File: src/common/pin_control_regs.svh
// Purpose: Register offsets, field positions and reset values of the channel pin control block
// Assumes: AXI4-Lite, 32-bit data, one aligned word per register
// Notes:   Included by the design and by the bench
`ifndef PIN_CONTROL_REGS_SVH
`define PIN_CONTROL_REGS_SVH

// ----------------------------------------------------------------
// Register byte offsets
// ----------------------------------------------------------------
`define OFS_RX_CTRL    8'h00
`define OFS_TX_CTRL    8'h04
`define OFS_MISC_CTRL  8'h08
`define OFS_MODE_CTRL  8'h0C
`define OFS_STATUS     8'h10
`define OFS_CHANGE     8'h14

// ----------------------------------------------------------------
// Field positions
// ----------------------------------------------------------------
`define BIT_AUTO_EN    5
`define BIT_DMA_SEL    2
`define BIT_RTS        1
`define BIT_DTR        7
`define BIT_TX_RX_CLOCK_PIN_OUT   2

// ----------------------------------------------------------------
// Reset values
// ----------------------------------------------------------------
`define RST_RX_CTRL    8'h00
`define RST_TX_CTRL    8'h00
`define RST_MISC_CTRL  8'h00
`define RST_MODE_CTRL  16'h0000

`endif

File: src/common/pin_control_pkg.sv
// Purpose: Types of the channel pin control block
// Assumes: Nothing beyond the register header
// Notes:   Modes, clock choices and packed carriers
package pin_control_pkg;

  // ----------------------------------------------------------------
  // Enumerations
  // ----------------------------------------------------------------
  typedef enum logic [1:0] {SYNC_ASYNC, SYNC_EXTERNAL, SYNC_INTERNAL, SYNC_SDLC} sync_mode_e;
  typedef enum logic [1:0] {CODE_NRZ, CODE_NRZI, CODE_FM, CODE_FM2} line_code_e;
  typedef enum logic [1:0] {RATE_X1, RATE_X16, RATE_X32, RATE_X64} rate_e;
  typedef enum logic [1:0] {REQ_WAIT, REQ_TX, REQ_RX, REQ_OFF} req_fn_e;
  typedef enum logic [2:0] {TOUT_PLL, TOUT_XTAL, TOUT_BRG, TOUT_TXCLK, TOUT_IN} tx_rx_clock_pin_src_e;

  // ----------------------------------------------------------------
  // Mode register layout
  // ----------------------------------------------------------------
  typedef struct packed {
    tx_rx_clock_pin_src_e  tx_rx_clock_pin_src;
    logic       xtal_en;
    logic [1:0] rx_src;
    logic [1:0] tx_src;
    req_fn_e    req_fn;
    rate_e      rate;
    line_code_e code;
    sync_mode_e sync_mode;
  } mode_s;

  // ----------------------------------------------------------------
  // Engine-side signals
  // ----------------------------------------------------------------
  typedef struct packed {
    logic tx_empty;
    logic tx_dma_req;
    logic rx_dma_req;
    logic cpu_wait;
    logic sync_match;
    logic flag_seen;
    logic pll_clk;
    logic brg_clk;
    logic xtal_clk;
    logic tx_clk_int;
  } engine_s;

endpackage

File: src/serial_channel_pin_control.sv
// Purpose: Modem, sync, request and clock pin logic of one serial channel
// Assumes: Pins are asynchronous to aclk; engine signals are on aclk
// Notes:   Outputs named _n are active low
//
// Implementation choices: the placing of the registers and register access over AXI4-Lite.
`timescale 1ns/100ps
`include "pin_control_regs.svh"

module serial_channel_pin_control
  import pin_control_pkg::*;
(
  input  wire logic        aclk,
  input  wire logic        aresetn,
  input  wire logic [7:0]  s_axi_awaddr,
  input  wire logic        s_axi_awvalid,
  output      logic        s_axi_awready,
  input  wire logic [31:0] s_axi_wdata,
  input  wire logic [3:0]  s_axi_wstrb,
  input  wire logic        s_axi_wvalid,
  output      logic        s_axi_wready,
  output      logic [1:0]  s_axi_bresp,
  output      logic        s_axi_bvalid,
  input  wire logic        s_axi_bready,
  input  wire logic [7:0]  s_axi_araddr,
  input  wire logic        s_axi_arvalid,
  output      logic        s_axi_arready,
  output      logic [31:0] s_axi_rdata,
  output      logic [1:0]  s_axi_rresp,
  output      logic        s_axi_rvalid,
  input  wire logic        s_axi_rready,
  input  wire logic        cts_n,
  input  wire logic        dcd_n,
  input  wire logic        rx_tx_clock_pin,
  input  wire logic        rxd,
  input  wire logic        sync_in_n,
  output      logic        sync_out_n,
  output      logic        sync_oe,
  input  wire logic        tx_rx_clock_in,
  output      logic        tx_rx_clock_pin,
  output      logic        tx_rx_clock_oe,
  output      logic        rts_n,
  output      logic        dtr_req_n,
  output      logic        wait_req_n,
  output      logic        wait_req_oe,
  input  wire engine_s     engine,
  output      logic        tx_enable,
  output      logic        rx_enable,
  output      logic        rx_sample,
  output      logic        rx_data_q,
  output      logic        tx_shift,
  output      logic        char_start,
  output      logic        ext_status_event
);

  // ----------------------------------------------------------------
  // Functions
  // ----------------------------------------------------------------
  function automatic logic [1:0] edges(input logic cur, input logic prev);
    edges = {cur & ~prev, ~cur & prev};
  endfunction

  // ----------------------------------------------------------------
  // Registers
  // ----------------------------------------------------------------
  logic [7:0]  receive_control_register_q;
  logic [7:0]  transmit_control_register_q;
  logic [7:0]  misc_clock_control_register_q;
  logic [15:0] mode_q;
  logic [3:0]  change_q;
  mode_s       mode;
  logic        auto_en;
  logic        async_mode;

  assign mode       = mode_s'(mode_q);
  assign auto_en    = receive_control_register_q[`BIT_AUTO_EN];
  assign async_mode = (mode.sync_mode == SYNC_ASYNC);

  // ----------------------------------------------------------------
  // Input synchronisers
  // ----------------------------------------------------------------
  logic [4:0] meta_q;
  logic [4:0] sync_q;
  logic [4:0] prev_q;
  logic [4:0] pins;

  assign pins = {tx_rx_clock_in, rxd, sync_in_n, dcd_n, cts_n};

  always_ff @(posedge aclk) begin
    if (!aresetn) begin
      meta_q <= 5'h1F;
      sync_q <= 5'h1F;
      prev_q <= 5'h1F;
    end else begin
      meta_q <= pins;
      sync_q <= meta_q;
      prev_q <= sync_q;
    end
  end

  logic rx_tx_clock_pin_meta_q;
  logic rx_tx_clock_pin_q;

  always_ff @(posedge aclk) begin
    if (!aresetn) begin
      rx_tx_clock_pin_meta_q <= 1'b1;
      rx_tx_clock_pin_q      <= 1'b1;
    end else begin
      rx_tx_clock_pin_meta_q <= rx_tx_clock_pin;
      rx_tx_clock_pin_q      <= rx_tx_clock_pin_meta_q;
    end
  end

  logic [1:0] cts_edge;
  logic [1:0] dcd_edge;
  logic [1:0] syn_edge;

  assign cts_edge = edges(sync_q[0], prev_q[0]);
  assign dcd_edge = edges(sync_q[1], prev_q[1]);
  assign syn_edge = edges(sync_q[2], prev_q[2]);

  // ----------------------------------------------------------------
  // Modem enables
  // ----------------------------------------------------------------
  assign tx_enable = auto_en ? ~sync_q[0] : 1'b1;
  assign rx_enable = auto_en ? ~sync_q[1] : 1'b1;

  // ----------------------------------------------------------------
  // Change detection
  // ----------------------------------------------------------------
  logic       sync_in_used;
  logic       change_clr;
  logic [3:0] change_clr_mask;

  assign sync_in_used = (mode.sync_mode == SYNC_ASYNC || mode.sync_mode == SYNC_EXTERNAL) && !mode.xtal_en;

  always_ff @(posedge aclk) begin
    if (!aresetn) begin
      change_q <= 4'h0;
    end else begin
      change_q <= (change_q & ~(change_clr ? change_clr_mask : 4'h0))
                | {1'b0, sync_in_used & |syn_edge, |dcd_edge, |cts_edge};
    end
  end

  always_ff @(posedge aclk) begin
    if (!aresetn) begin
      ext_status_event <= 1'b0;
    end else begin
      ext_status_event <= (|cts_edge | |dcd_edge | (sync_in_used & |syn_edge)) & ~|change_q;
    end
  end

  // ----------------------------------------------------------------
  // Request to send
  // ----------------------------------------------------------------
  logic rts_hold_q;

  always_ff @(posedge aclk) begin
    if (!aresetn) begin
      rts_hold_q <= 1'b0;
    end else if (transmit_control_register_q[`BIT_RTS]) begin
      rts_hold_q <= 1'b1;
    end else if (!(async_mode && auto_en) || engine.tx_empty) begin
      rts_hold_q <= 1'b0;
    end
  end

  always_ff @(posedge aclk) begin
    if (!aresetn) begin
      rts_n <= 1'b1;
    end else if (async_mode && auto_en) begin
      rts_n <= ~(transmit_control_register_q[`BIT_RTS] | rts_hold_q);
    end else begin
      rts_n <= ~transmit_control_register_q[`BIT_RTS];
    end
  end

  // ----------------------------------------------------------------
  // Terminal ready and wait/request
  // ----------------------------------------------------------------
  always_ff @(posedge aclk) begin
    if (!aresetn) begin
      dtr_req_n <= 1'b1;
    end else if (misc_clock_control_register_q[`BIT_DMA_SEL]) begin
      dtr_req_n <= ~engine.tx_dma_req;
    end else begin
      dtr_req_n <= ~transmit_control_register_q[`BIT_DTR];
    end
  end

  always_ff @(posedge aclk) begin
    if (!aresetn) begin
      wait_req_n  <= 1'b1;
      wait_req_oe <= 1'b0;
    end else begin
      case (mode.req_fn)
        REQ_WAIT: begin
          wait_req_n  <= 1'b0;
          wait_req_oe <= engine.cpu_wait;
        end
        REQ_TX: begin
          wait_req_n  <= ~engine.tx_dma_req;
          wait_req_oe <= 1'b1;
        end
        REQ_RX: begin
          wait_req_n  <= ~engine.rx_dma_req;
          wait_req_oe <= 1'b1;
        end
        default: begin
          wait_req_n  <= 1'b1;
          wait_req_oe <= 1'b0;
        end
      endcase
    end
  end

  // ----------------------------------------------------------------
  // Clock pins
  // ----------------------------------------------------------------
  logic rclk;
  logic tclk;
  logic rclk_prev_q;
  logic tclk_prev_q;
  logic fm;

  assign fm = mode.code[1];

  always_comb begin
    case (mode.rx_src)
      2'h0:    rclk = rx_tx_clock_pin_q;
      2'h1:    rclk = sync_q[4];
      2'h2:    rclk = engine.brg_clk;
      default: rclk = engine.pll_clk;
    endcase
    case (mode.tx_src)
      2'h0:    tclk = rx_tx_clock_pin_q;
      2'h1:    tclk = sync_q[4];
      2'h2:    tclk = engine.brg_clk;
      default: tclk = engine.pll_clk;
    endcase
  end

  always_ff @(posedge aclk) begin
    if (!aresetn) begin
      rclk_prev_q <= 1'b1;
      tclk_prev_q <= 1'b1;
    end else begin
      rclk_prev_q <= rclk;
      tclk_prev_q <= tclk;
    end
  end

  logic [1:0] rclk_edge;
  logic [1:0] tclk_edge;
  logic [5:0] div_q;
  logic [5:0] div_max;

  assign rclk_edge = edges(rclk, rclk_prev_q);
  assign tclk_edge = edges(tclk, tclk_prev_q);

  always_comb begin
    case (mode.rate)
      RATE_X16: div_max = 6'h0F;
      RATE_X32: div_max = 6'h1F;
      RATE_X64: div_max = 6'h3F;
      default:  div_max = 6'h00;
    endcase
    if (!async_mode) begin
      div_max = 6'h00;
    end
  end

  logic rx_tick;

  assign rx_tick = fm ? |rclk_edge : rclk_edge[1];

  always_ff @(posedge aclk) begin
    if (!aresetn) begin
      div_q <= 6'h00;
    end else if (rx_tick) begin
      div_q <= (div_q >= div_max) ? 6'h00 : div_q + 6'h01;
    end
  end

  always_ff @(posedge aclk) begin
    if (!aresetn) begin
      rx_sample <= 1'b0;
      rx_data_q <= 1'b0;
      tx_shift  <= 1'b0;
    end else begin
      rx_sample <= rx_tick && (div_q == (div_max >> 1));
      if (rx_tick && (div_q == (div_max >> 1))) begin
        rx_data_q <= sync_q[3];
      end
      tx_shift  <= fm ? |tclk_edge : tclk_edge[0];
    end
  end

  always_ff @(posedge aclk) begin
    if (!aresetn) begin
      tx_rx_clock_pin <= 1'b1;
      tx_rx_clock_oe  <= 1'b0;
    end else begin
      tx_rx_clock_oe <= misc_clock_control_register_q[`BIT_TX_RX_CLOCK_PIN_OUT];
      case (mode.tx_rx_clock_pin_src)
        TOUT_PLL:   tx_rx_clock_pin <= engine.pll_clk;
        TOUT_XTAL:  tx_rx_clock_pin <= engine.xtal_clk;
        TOUT_BRG:   tx_rx_clock_pin <= engine.brg_clk;
        TOUT_TXCLK: tx_rx_clock_pin <= engine.tx_clk_int;
        default:    tx_rx_clock_pin <= 1'b1;
      endcase
    end
  end

  // ----------------------------------------------------------------
  // Sync pin
  // ----------------------------------------------------------------
  logic ext_armed_q;

  always_ff @(posedge aclk) begin
    if (!aresetn) begin
      ext_armed_q <= 1'b0;
      char_start  <= 1'b0;
    end else begin
      char_start <= 1'b0;
      if (mode.sync_mode == SYNC_EXTERNAL && !mode.xtal_en) begin
        if (syn_edge[0]) begin
          ext_armed_q <= 1'b1;
        end else if (ext_armed_q && rclk_edge[1]) begin
          ext_armed_q <= 1'b0;
          char_start  <= 1'b1;
        end
      end else begin
        ext_armed_q <= 1'b0;
      end
    end
  end

  always_ff @(posedge aclk) begin
    if (!aresetn) begin
      sync_out_n <= 1'b1;
      sync_oe    <= 1'b0;
    end else if (mode.sync_mode == SYNC_INTERNAL && !mode.xtal_en) begin
      sync_out_n <= ~engine.sync_match;
      sync_oe    <= 1'b1;
    end else if (mode.sync_mode == SYNC_SDLC) begin
      sync_out_n <= ~engine.flag_seen;
      sync_oe    <= 1'b1;
    end else begin
      sync_out_n <= 1'b1;
      sync_oe    <= 1'b0;
    end
  end

  // ----------------------------------------------------------------
  // AXI4-Lite slave
  // ----------------------------------------------------------------
  logic       aw_have_q;
  logic       w_have_q;
  logic [7:0] aw_addr_q;
  logic [31:0] w_data_q;
  logic [3:0] w_strb_q;
  logic       do_write;

  assign s_axi_awready = !aw_have_q && !s_axi_bvalid;
  assign s_axi_wready  = !w_have_q && !s_axi_bvalid;
  assign s_axi_arready = !s_axi_rvalid;
  assign do_write      = aw_have_q && w_have_q && !s_axi_bvalid;
  assign change_clr    = do_write && aw_addr_q == `OFS_CHANGE && w_strb_q[0];
  assign change_clr_mask = w_data_q[3:0];

  always_ff @(posedge aclk) begin
    if (!aresetn) begin
      aw_have_q <= 1'b0;
      w_have_q  <= 1'b0;
      aw_addr_q <= 8'h00;
      w_data_q  <= 32'h00000000;
      w_strb_q  <= 4'h0;
      s_axi_bvalid <= 1'b0;
      s_axi_bresp  <= 2'h0;
    end else begin
      if (s_axi_awvalid && s_axi_awready) begin
        aw_have_q <= 1'b1;
        aw_addr_q <= s_axi_awaddr;
      end
      if (s_axi_wvalid && s_axi_wready) begin
        w_have_q <= 1'b1;
        w_data_q <= s_axi_wdata;
        w_strb_q <= s_axi_wstrb;
      end
      if (do_write) begin
        aw_have_q    <= 1'b0;
        w_have_q     <= 1'b0;
        s_axi_bvalid <= 1'b1;
        if (aw_addr_q == `OFS_RX_CTRL || aw_addr_q == `OFS_TX_CTRL || aw_addr_q == `OFS_MISC_CTRL
            || aw_addr_q == `OFS_MODE_CTRL || aw_addr_q == `OFS_CHANGE || aw_addr_q == `OFS_STATUS) begin
          s_axi_bresp <= 2'h0;
        end else begin
          s_axi_bresp <= 2'h2;
        end
      end else if (s_axi_bvalid && s_axi_bready) begin
        s_axi_bvalid <= 1'b0;
      end
    end
  end

  always_ff @(posedge aclk) begin
    if (!aresetn) begin
      receive_control_register_q    <= `RST_RX_CTRL;
      transmit_control_register_q   <= `RST_TX_CTRL;
      misc_clock_control_register_q <= `RST_MISC_CTRL;
      mode_q                        <= `RST_MODE_CTRL;
    end else if (do_write) begin
      if (aw_addr_q == `OFS_RX_CTRL && w_strb_q[0]) begin
        receive_control_register_q <= w_data_q[7:0];
      end else if (aw_addr_q == `OFS_TX_CTRL && w_strb_q[0]) begin
        transmit_control_register_q <= w_data_q[7:0];
      end else if (aw_addr_q == `OFS_MISC_CTRL && w_strb_q[0]) begin
        misc_clock_control_register_q <= w_data_q[7:0];
      end else if (aw_addr_q == `OFS_MODE_CTRL) begin
        if (w_strb_q[0]) begin
          mode_q[7:0] <= w_data_q[7:0];
        end
        if (w_strb_q[1]) begin
          mode_q[15:8] <= w_data_q[15:8];
        end
      end
    end
  end

  always_ff @(posedge aclk) begin
    if (!aresetn) begin
      s_axi_rvalid <= 1'b0;
      s_axi_rdata  <= 32'h00000000;
      s_axi_rresp  <= 2'h0;
    end else if (s_axi_arvalid && s_axi_arready) begin
      s_axi_rvalid <= 1'b1;
      s_axi_rresp  <= 2'h0;
      if (s_axi_araddr == `OFS_RX_CTRL) begin
        s_axi_rdata <= {24'h000000, receive_control_register_q};
      end else if (s_axi_araddr == `OFS_TX_CTRL) begin
        s_axi_rdata <= {24'h000000, transmit_control_register_q};
      end else if (s_axi_araddr == `OFS_MISC_CTRL) begin
        s_axi_rdata <= {24'h000000, misc_clock_control_register_q};
      end else if (s_axi_araddr == `OFS_MODE_CTRL) begin
        s_axi_rdata <= {16'h0000, mode_q};
      end else if (s_axi_araddr == `OFS_STATUS) begin
        // buffer_external_status_register: status_bit_a is bit 4
        s_axi_rdata <= {24'h000000, ~sync_q[0], 2'h0, ~sync_q[2], ~sync_q[1], engine.tx_empty, 2'h0};
      end else if (s_axi_araddr == `OFS_CHANGE) begin
        s_axi_rdata <= {28'h0000000, change_q};
      end else begin
        s_axi_rdata <= 32'h00000000;
        s_axi_rresp <= 2'h2;
      end
    end else if (s_axi_rvalid && s_axi_rready) begin
      s_axi_rvalid <= 1'b0;
    end
  end

endmodule // serial_channel_pin_control

File: config.mk
export PLATFORM = sky130hd
export DESIGN_NAME = serial_channel_pin_control
export DESIGN_NICKNAME = d
export VERILOG_FILES = /design/src/common/pin_control_pkg.sv /design/src/serial_channel_pin_control.sv
export VERILOG_INCLUDE_DIRS = /design/src /design/src/common
export SDC_FILE = /design/constraint.sdc
export NUM_CORES = 1
export LEC_CHECK = 0
export ABC_AREA = 0
export BUFFER_PORTS_ARGS = -buffer_cell sky130_fd_sc_hd__buf_2
export CAP_MARGIN = 30
export CORE_MARGIN = 5
export CORE_UTILIZATION = 50
export CTS_CLUSTER_SIZE = 14
export DETAILED_ROUTE_END_ITERATION = 10
export GPL_TIMING_DRIVEN = 0
export PLACE_DENSITY = 0.75
export RECOVER_POWER = 100
export SLEW_MARGIN = 0
export SYNTH_ARGS = -nofsm -noshare
export SYNTH_HDL_FRONTEND = slang
export SYNTH_SLANG_ARGS = --single-unit
File: constraint.sdc
create_clock -name aclk -period 2.6 [get_ports aclk]
set_clock_uncertainty 0.2 [all_clocks]
set_input_delay 0.26 -clock aclk [delete_from_list [all_inputs] [get_ports aclk]]
set_output_delay 0.26 -clock aclk [all_outputs]
set_load 0.02 [all_outputs]
==> results of run 1 <==
==> layer usage <==
metal,global-route usage (%),part of all wire (%)
met1,29.7,42
met2,41.5,48
met3,6.95,7.8
met4,9.44,2.3
met5,0,0
==> cell families after synthesis <==
family / Yosys count / synth area share, %
xor+xnor: 7 / 1.10
mux: 30 / 6.53
simple gates: 234 / 21.2
flops: 130 / 46.5
fa+ha+maj: 16 / 3.58
other cells: 1 / 0.0670
buf+inv: 71 / 6.31
compound gates: 127 / 14.7
==> per-stage QoR <==
stage | cells | util (%)
6_report | 952 | 67.1
5_1_grt | 952 | 67.1
4_1_cts | 953 | 67.9
3_5_place_dp | 865 | 57.8
3_3_place_gp | 865 | 57.8
2_1_floorplan | 633 | -
==> flip-flops by register name, indices dropped and copies added (netlist names), 2 cells and up <==
signal / cells
div_q: 6
change_q: 4
transmit_control_register_q: 8
mode: 16
misc_clock_control_register_q: 8
s_axi_rdata: 16
receive_control_register_q: 8
w_data_q: 16
aw_addr_q: 8
prev_q: 3
sync_q: 5
w_strb_q: 2
meta_q: 5
==> timing repair <==
action / in CTS / in global routing
setup endpoints to repair: 5 / 7
pin swaps: 0 / 0
gates resized for setup: 3 / 4
hold buffers: 56 / 0
hold endpoints to repair: 53 / 0
==> cell usage in the layout, fill, tap and decap left out, types with 19 or more instances in the layout <==
cell / n
a21oi_1: 45
buf_2: 54
clkbuf_1: 71
dfxtp_1: 128
dlygate4sd3_1: 56
inv_1: 19
mux2i_1: 23
nand2_1: 108
nand2b_1: 24
nor2_1: 35
==> layout make-up <==
cell class / instances / area (um2)
plain buffers: 51 / 269
clock buffers: 18 / 418
clock inverters: 14 / 116
fillers: 863 / 3580
inverters: 19 / 71.3
multi-input cells: 432 / 2680
flip-flops and latches: 130 / 2610
well taps: 140 / 175
repair buffers: 148 / 971
==> path summary, 6_finish.rpt <==
kind | start | to | slack (ns)
worst max-delay path | mode[13] | tx_rx_clock_pin | 0.05
worst min-delay path | engine[2] | tclk_prev_q | 0.04
worst max register to register | mode[13] | tx_rx_clock_pin | 0.05
worst min register to register | meta_q[4] | sync_q[4] | 0.21
==> critical path, delay by kind of cell (launching register included) <==
family | cells | cell delay [ns]
compound gates | 1 | 0.41
buf+inv | 2 | 1.11
flops | 1 | 0.37
mux | 1 | 0.34
==> where the power goes <==
part,switching (mW),internal (mW),total [mW]
logic,0.253,0.190,0.443
clock network,0.894,1.26,2.15
registers,0.0439,2.05,2.09
total,1.19,3.50,4.69
==> flow_metrics.env, run 1 <==
export IMPL_wirelength_um=16100
export IMPL_fin_area_mm2=0.00731
export IMPL_fin_crit_sh_pct=97.9
export IMPL_syn_instance_count=616
export IMPL_drt_iter0_markers=442
export IMPL_antenna_found_initial=0
export IMPL_htreeDepth=4
export IMPL_startpoint_type="flip-flop"
export IMPL_powerDensity_mw_per_mm2=641
export IMPL_finalCriticalPeriod_ns=2.55
export IMPL_clkLatencyLatePin_ns=0.53
export IMPL_whs_ns=0.0372
export IMPL_postRouteAntennaNets=0
export IMPL_endpoint_kind="flip-flop"
export IMPL_synth_edff_count=0
export IMPL_async_reset_ff_share_pct=0
export IMPL_p_leak_nw=2.92
export IMPL_yosysTopAreaCell="dfxtp_1"
export IMPL_viasPerCell=5.42
export IMPL_slowest_delay_ns=0.56
export IMPL_yosysSeqAreaShare_pct=46.5
export IMPL_crit_path_frequent_cell="dlygate4sd3_1"
export IMPL_dieHeight_um=116
export IMPL_worst_ir_drop_vdd_mv=0.388
export IMPL_synth_cell_types=58
export IMPL_postCtsSetupBuffers=0
export IMPL_synth_area_top_cells="dfxtp_1 (47%), nand2_1 (7.2%), mux2i_1 (4.1%), a21oi_1 (4.0%), ha_1 (3.6%)"
export IMPL_arrival_ns=2.76
export IMPL_path_max_fanout=4
export IMPL_critPathRequiredTime_ns=2.82
export IMPL_die_width_um=116
export IMPL_wire_per_inst_um=16.9
export IMPL_pin_count=131
export IMPL_synth_top_cells_by_count="dfxtp_1 (130), nand2_1 (108), a21oi_1 (45), nor2_1 (36), clkbuf_1 (26)"
export IMPL_route_detailed_drc=0
export IMPL_finalSetupViolCount=0
export IMPL_slew_violations=0
export IMPL_grt_pass1_wl_um=25500
export IMPL_critPathKind="reg2reg"
export IMPL_slowest_stage="dlygate4sd3_1"
export IMPL_dp_slack_ns=-0.145
export IMPL_io_buffers=92
export IMPL_synth_area_mm2=0.00559
export IMPL_placedInstanceArea_mm2=0.00629
export IMPL_tritoncts="yes"
export IMPL_clkTransAtPathRegs_ns=0.06
export IMPL_worst_r2r_cell_count=4
export IMPL_synth_ff_latch_count=130
export IMPL_max_cap_violations=0
export IMPL_path_cells="mux2_2 > dlygate4sd3_1 > a2111o_1 > dlygate4sd3_1"
export IMPL_clock_sinks=130
export IMPL_fin_tns_setup_ns=0
export IMPL_hold_class="in2reg"
export IMPL_rsz0062_at_grt="false"
export IMPL_num_vias=5163
export IMPL_p_total_mw=4.69
export IMPL_avgSynthCellArea_um2=9.08
export IMPL_initial_core_util_pct=51.4
export IMPL_grt_max_degree=17
export IMPL_fmax_ghz=0.393
export IMPL_grtUsageTotal_pct=24.6
export IMPL_grt_pass1_vias=5257
export IMPL_setup_ws_ns=0.0536
export IMPL_gp_congestion=0.958
export IMPL_coreArea_mm2=0.0109
export IMPL_hold_violations=0
export IMPL_dp_hpwl_um=11100
export IMPL_yosysMostFrequentCell="dfxtp_1"
export IMPL_drt_pass1_iter_count=8
export IMPL_synth_warning_count=0
export IMPL_status="completed"
export IMPL_layout_drive_gt1_share_pct=16.3
export IMPL_nNetsFinal=890
export IMPL_tightest_slew_ns=0.933
export IMPL_max_slew_margin_rel_pct=37.3
export IMPL_syn2layout_area_growth_pct=30.6
export IMPL_holdPathStages=4
export IMPL_cts_inserted_buffers=17
export IMPL_synth_top_area_share_pct=46.5
export IMPL_row_count=38
export IMPL_synth_ff_type="dfxtp_1"
export IMPL_die_area_mm2=0.0134
export IMPL_gr_total_overflow=0
export IMPL_num_antenna_cells=0
export IMPL_cts_root_buf="clkbuf_8"
export IMPL_cts_buffer_depth=2
No activity file was read; power rests on OpenSTA's default activity.
==> inputs of run 2 (changes only) <==
Settings changed: PLACE_DENSITY 0.75 to 0.77.
==> run 2 against run 1 <==
Against the previous run:
- flip-flop and latch count stayed put
- die area did not move
- critical endpoint is now rx_data_q
- register-to-register slack better by 0.07 ns
- clock-buffer cell count unchanged
- combinational power about the same
- fmax rose by 2.9%
- final cell count unchanged
==> flow_metrics.env, run 2 (same netlist as run 1, synthesis figures left out) <==
export IMPL_grt_pass1_wl_um=25000
export IMPL_fmax_ghz=0.404
export IMPL_clkTransAtPathRegs_ns=0.06
export IMPL_multi_input_area_mm2=0.00267
export IMPL_hp_start="engine[2]"
export IMPL_arrival_ns=2.73
export IMPL_powerDensity_mw_per_mm2=697
export IMPL_critPathKind="reg2reg"
export IMPL_cts_inserted_buffers=17
export IMPL_setup_ws_ns=0.125
export IMPL_slowest_stage="mux4_2"
export IMPL_grtUsageTotal_pct=24.0
export IMPL_coreArea_mm2=0.0109
export IMPL_status="completed"
export IMPL_cts_buffer_depth=2
export IMPL_slew_violations=0
export IMPL_nNetsFinal=890
export IMPL_gr_total_overflow=0
export IMPL_die_area_mm2=0.0134
export IMPL_rrSetupSlack_ns=0.13
export IMPL_row_count=38
export IMPL_layout_drive_gt1_share_pct=15.9
export IMPL_dp_slack_ns=-0.0567
export IMPL_fin_area_mm2=0.00741
export IMPL_reg2reg_from="mode[10]"
export IMPL_drt_pass1_iter_count=8
export IMPL_die_width_um=116
export IMPL_cts_root_buf="clkbuf_8"
export IMPL_num_antenna_cells=0
export IMPL_tritoncts="yes"
export IMPL_path_max_fanout=8
export IMPL_dp_hpwl_um=11100
export IMPL_endpoint_kind="flip-flop"
export IMPL_tightest_slew_ns=0.903
export IMPL_worst_r2r_endpoint="rx_data_q"
export IMPL_startpoint_type="flip-flop"
export IMPL_initial_core_util_pct=51.4
export IMPL_layout_common_cells="dfxtp_1 (130), nand2_1 (108), clkbuf_1 (72)"
export IMPL_route_detailed_drc=0
export IMPL_num_vias=5246
export IMPL_grt_pass1_vias=5169
export IMPL_path_cells="mux4_2 > ha_1 > nand2b_1 > and2_1 > a211oi_2 > mux2i_1"
export IMPL_wire_per_inst_um=16.9
export IMPL_gp_congestion=0.881
export IMPL_hold_violations=0
export IMPL_worst_hold_path_endpoint="tclk_prev_q"
export IMPL_rsz0062_at_grt="false"
export IMPL_finalSetupViolCount=0
export IMPL_worst_r2r_cell_count=6
export IMPL_max_cap_violations=0
export IMPL_syn2layout_area_growth_pct=32.4
export IMPL_slowest_delay_ns=0.54
export IMPL_fin_tns_setup_ns=0
export IMPL_postCtsSetupBuffers=0
export IMPL_fin_crit_sh_pct=95.2
export IMPL_worst_ir_drop_vdd_mv=0.360
export IMPL_holdPathStages=4
export IMPL_hold_class="in2reg"
export IMPL_antenna_found_initial=0
export IMPL_instances_no_fill=952
export IMPL_layout_commonest_cell="dfxtp_1"
export IMPL_fillCellCount=822
export IMPL_max_slew_margin_rel_pct=39.3
export IMPL_clock_sinks=130
export IMPL_wirelength_um=16100
export IMPL_clkLatencyLatePin_ns=0.52
export IMPL_drt_iter0_markers=456
export IMPL_seq_area_mm2=0.00260
export IMPL_pin_count=131
export IMPL_viasPerCell=5.51
export IMPL_dp_cells=865
export IMPL_critPathRequiredTime_ns=2.85
export IMPL_finalCriticalPeriod_ns=2.47
export IMPL_grt_max_degree=17
export IMPL_p_leak_nw=2.96
export IMPL_dieHeight_um=116
export IMPL_io_buffers=92
export IMPL_postRouteAntennaNets=0
export IMPL_placedInstanceArea_mm2=0.00629
export IMPL_htreeDepth=4
-- run 2: cell count changes in the layout (fill, tap and decap cells not counted), moves of 2 or more --
cell / delta
dfxtp_2: -2
dfxtp_1: +2
clkinv_2: -3
bufinv_16: +5
-- run 2: power by group --
part | switching [mW] | leakage, nW | internal [mW]
logic | 0.253 | 1.59 | 0.191
registers | 0.0421 | 1.06 | 2.05
clock network | 0.878 | 0.311 | 1.75
total | 1.17 | 2.96 | 3.99
-- run 2: worst max-delay path, delay by kind of cell (launching register included) --
kind / cells / cell delay [ns]
multiplexers: 2 / 0.74
AND/OR/NAND/NOR: 2 / 0.52
flip-flops: 1 / 0.40
adder cells (fa/ha/maj): 1 / 0.29
AO/OA/AOI/OAI: 1 / 0.26
-- run 2: cell type report --
cell class              count  area share, %
multi-input cells         432           36.1
flip-flops and latches    130           35.1
repair buffers            148           13.1
clock buffers              18           5.64
plain buffers              51           3.53
clock inverters            14           3.18
well taps                 140           2.36
inverters                  19          0.963
-- run 2: how the worst max path moves through the flow --
stage / to / cells after the start / start / slack [ns]
2_1_floorplan: rx_data_q / 7 / mode[10] / 0.28
3_3_place_gp: div_q[4] / 7 / mode[1] / 0.02
3_5_place_dp: div_q[5] / 7 / mode[1] / -0.06
4_1_cts: s_axi_rdata[7] / 7 / s_axi_araddr[1] / 0.05
5_1_grt: div_q[5] / 6 / mode[10] / 0.02
6_report: rx_data_q / 6 / mode[10] / 0.13
-- run 2: routing by layer --
| metal | vias up | share of wire, % | GRT usage [%] |
|---|---|---|---|
| met5 | - | 0 | 0 |
| met4 | 0 | 2.5 | 10.4 |
| met3 | 42 | 6.6 | 5.01 |
| met2 | 226 | 49 | 41.4 |
| met1 | 2496 | 42 | 28.9 |
| li1 | 2482 | - | - |
-- run 2: what timing repair did --
item,CTS,global route
hold endpoints to repair,50,1
hold buffers,56,1
setup endpoints to repair,5,6
resized for setup,2,3
-- run 2: stage by stage --
stage          hold WS [ns]  total power, mW  utilization, %
2_1_floorplan         0.156             2.37               -
3_3_place_gp          0.192             2.49            57.8
3_5_place_dp          0.200             2.51            57.8
4_1_cts            0.000681             5.16            69.0
5_1_grt              0.0186             5.31            68.0
6_report             0.0326             5.16            68.0
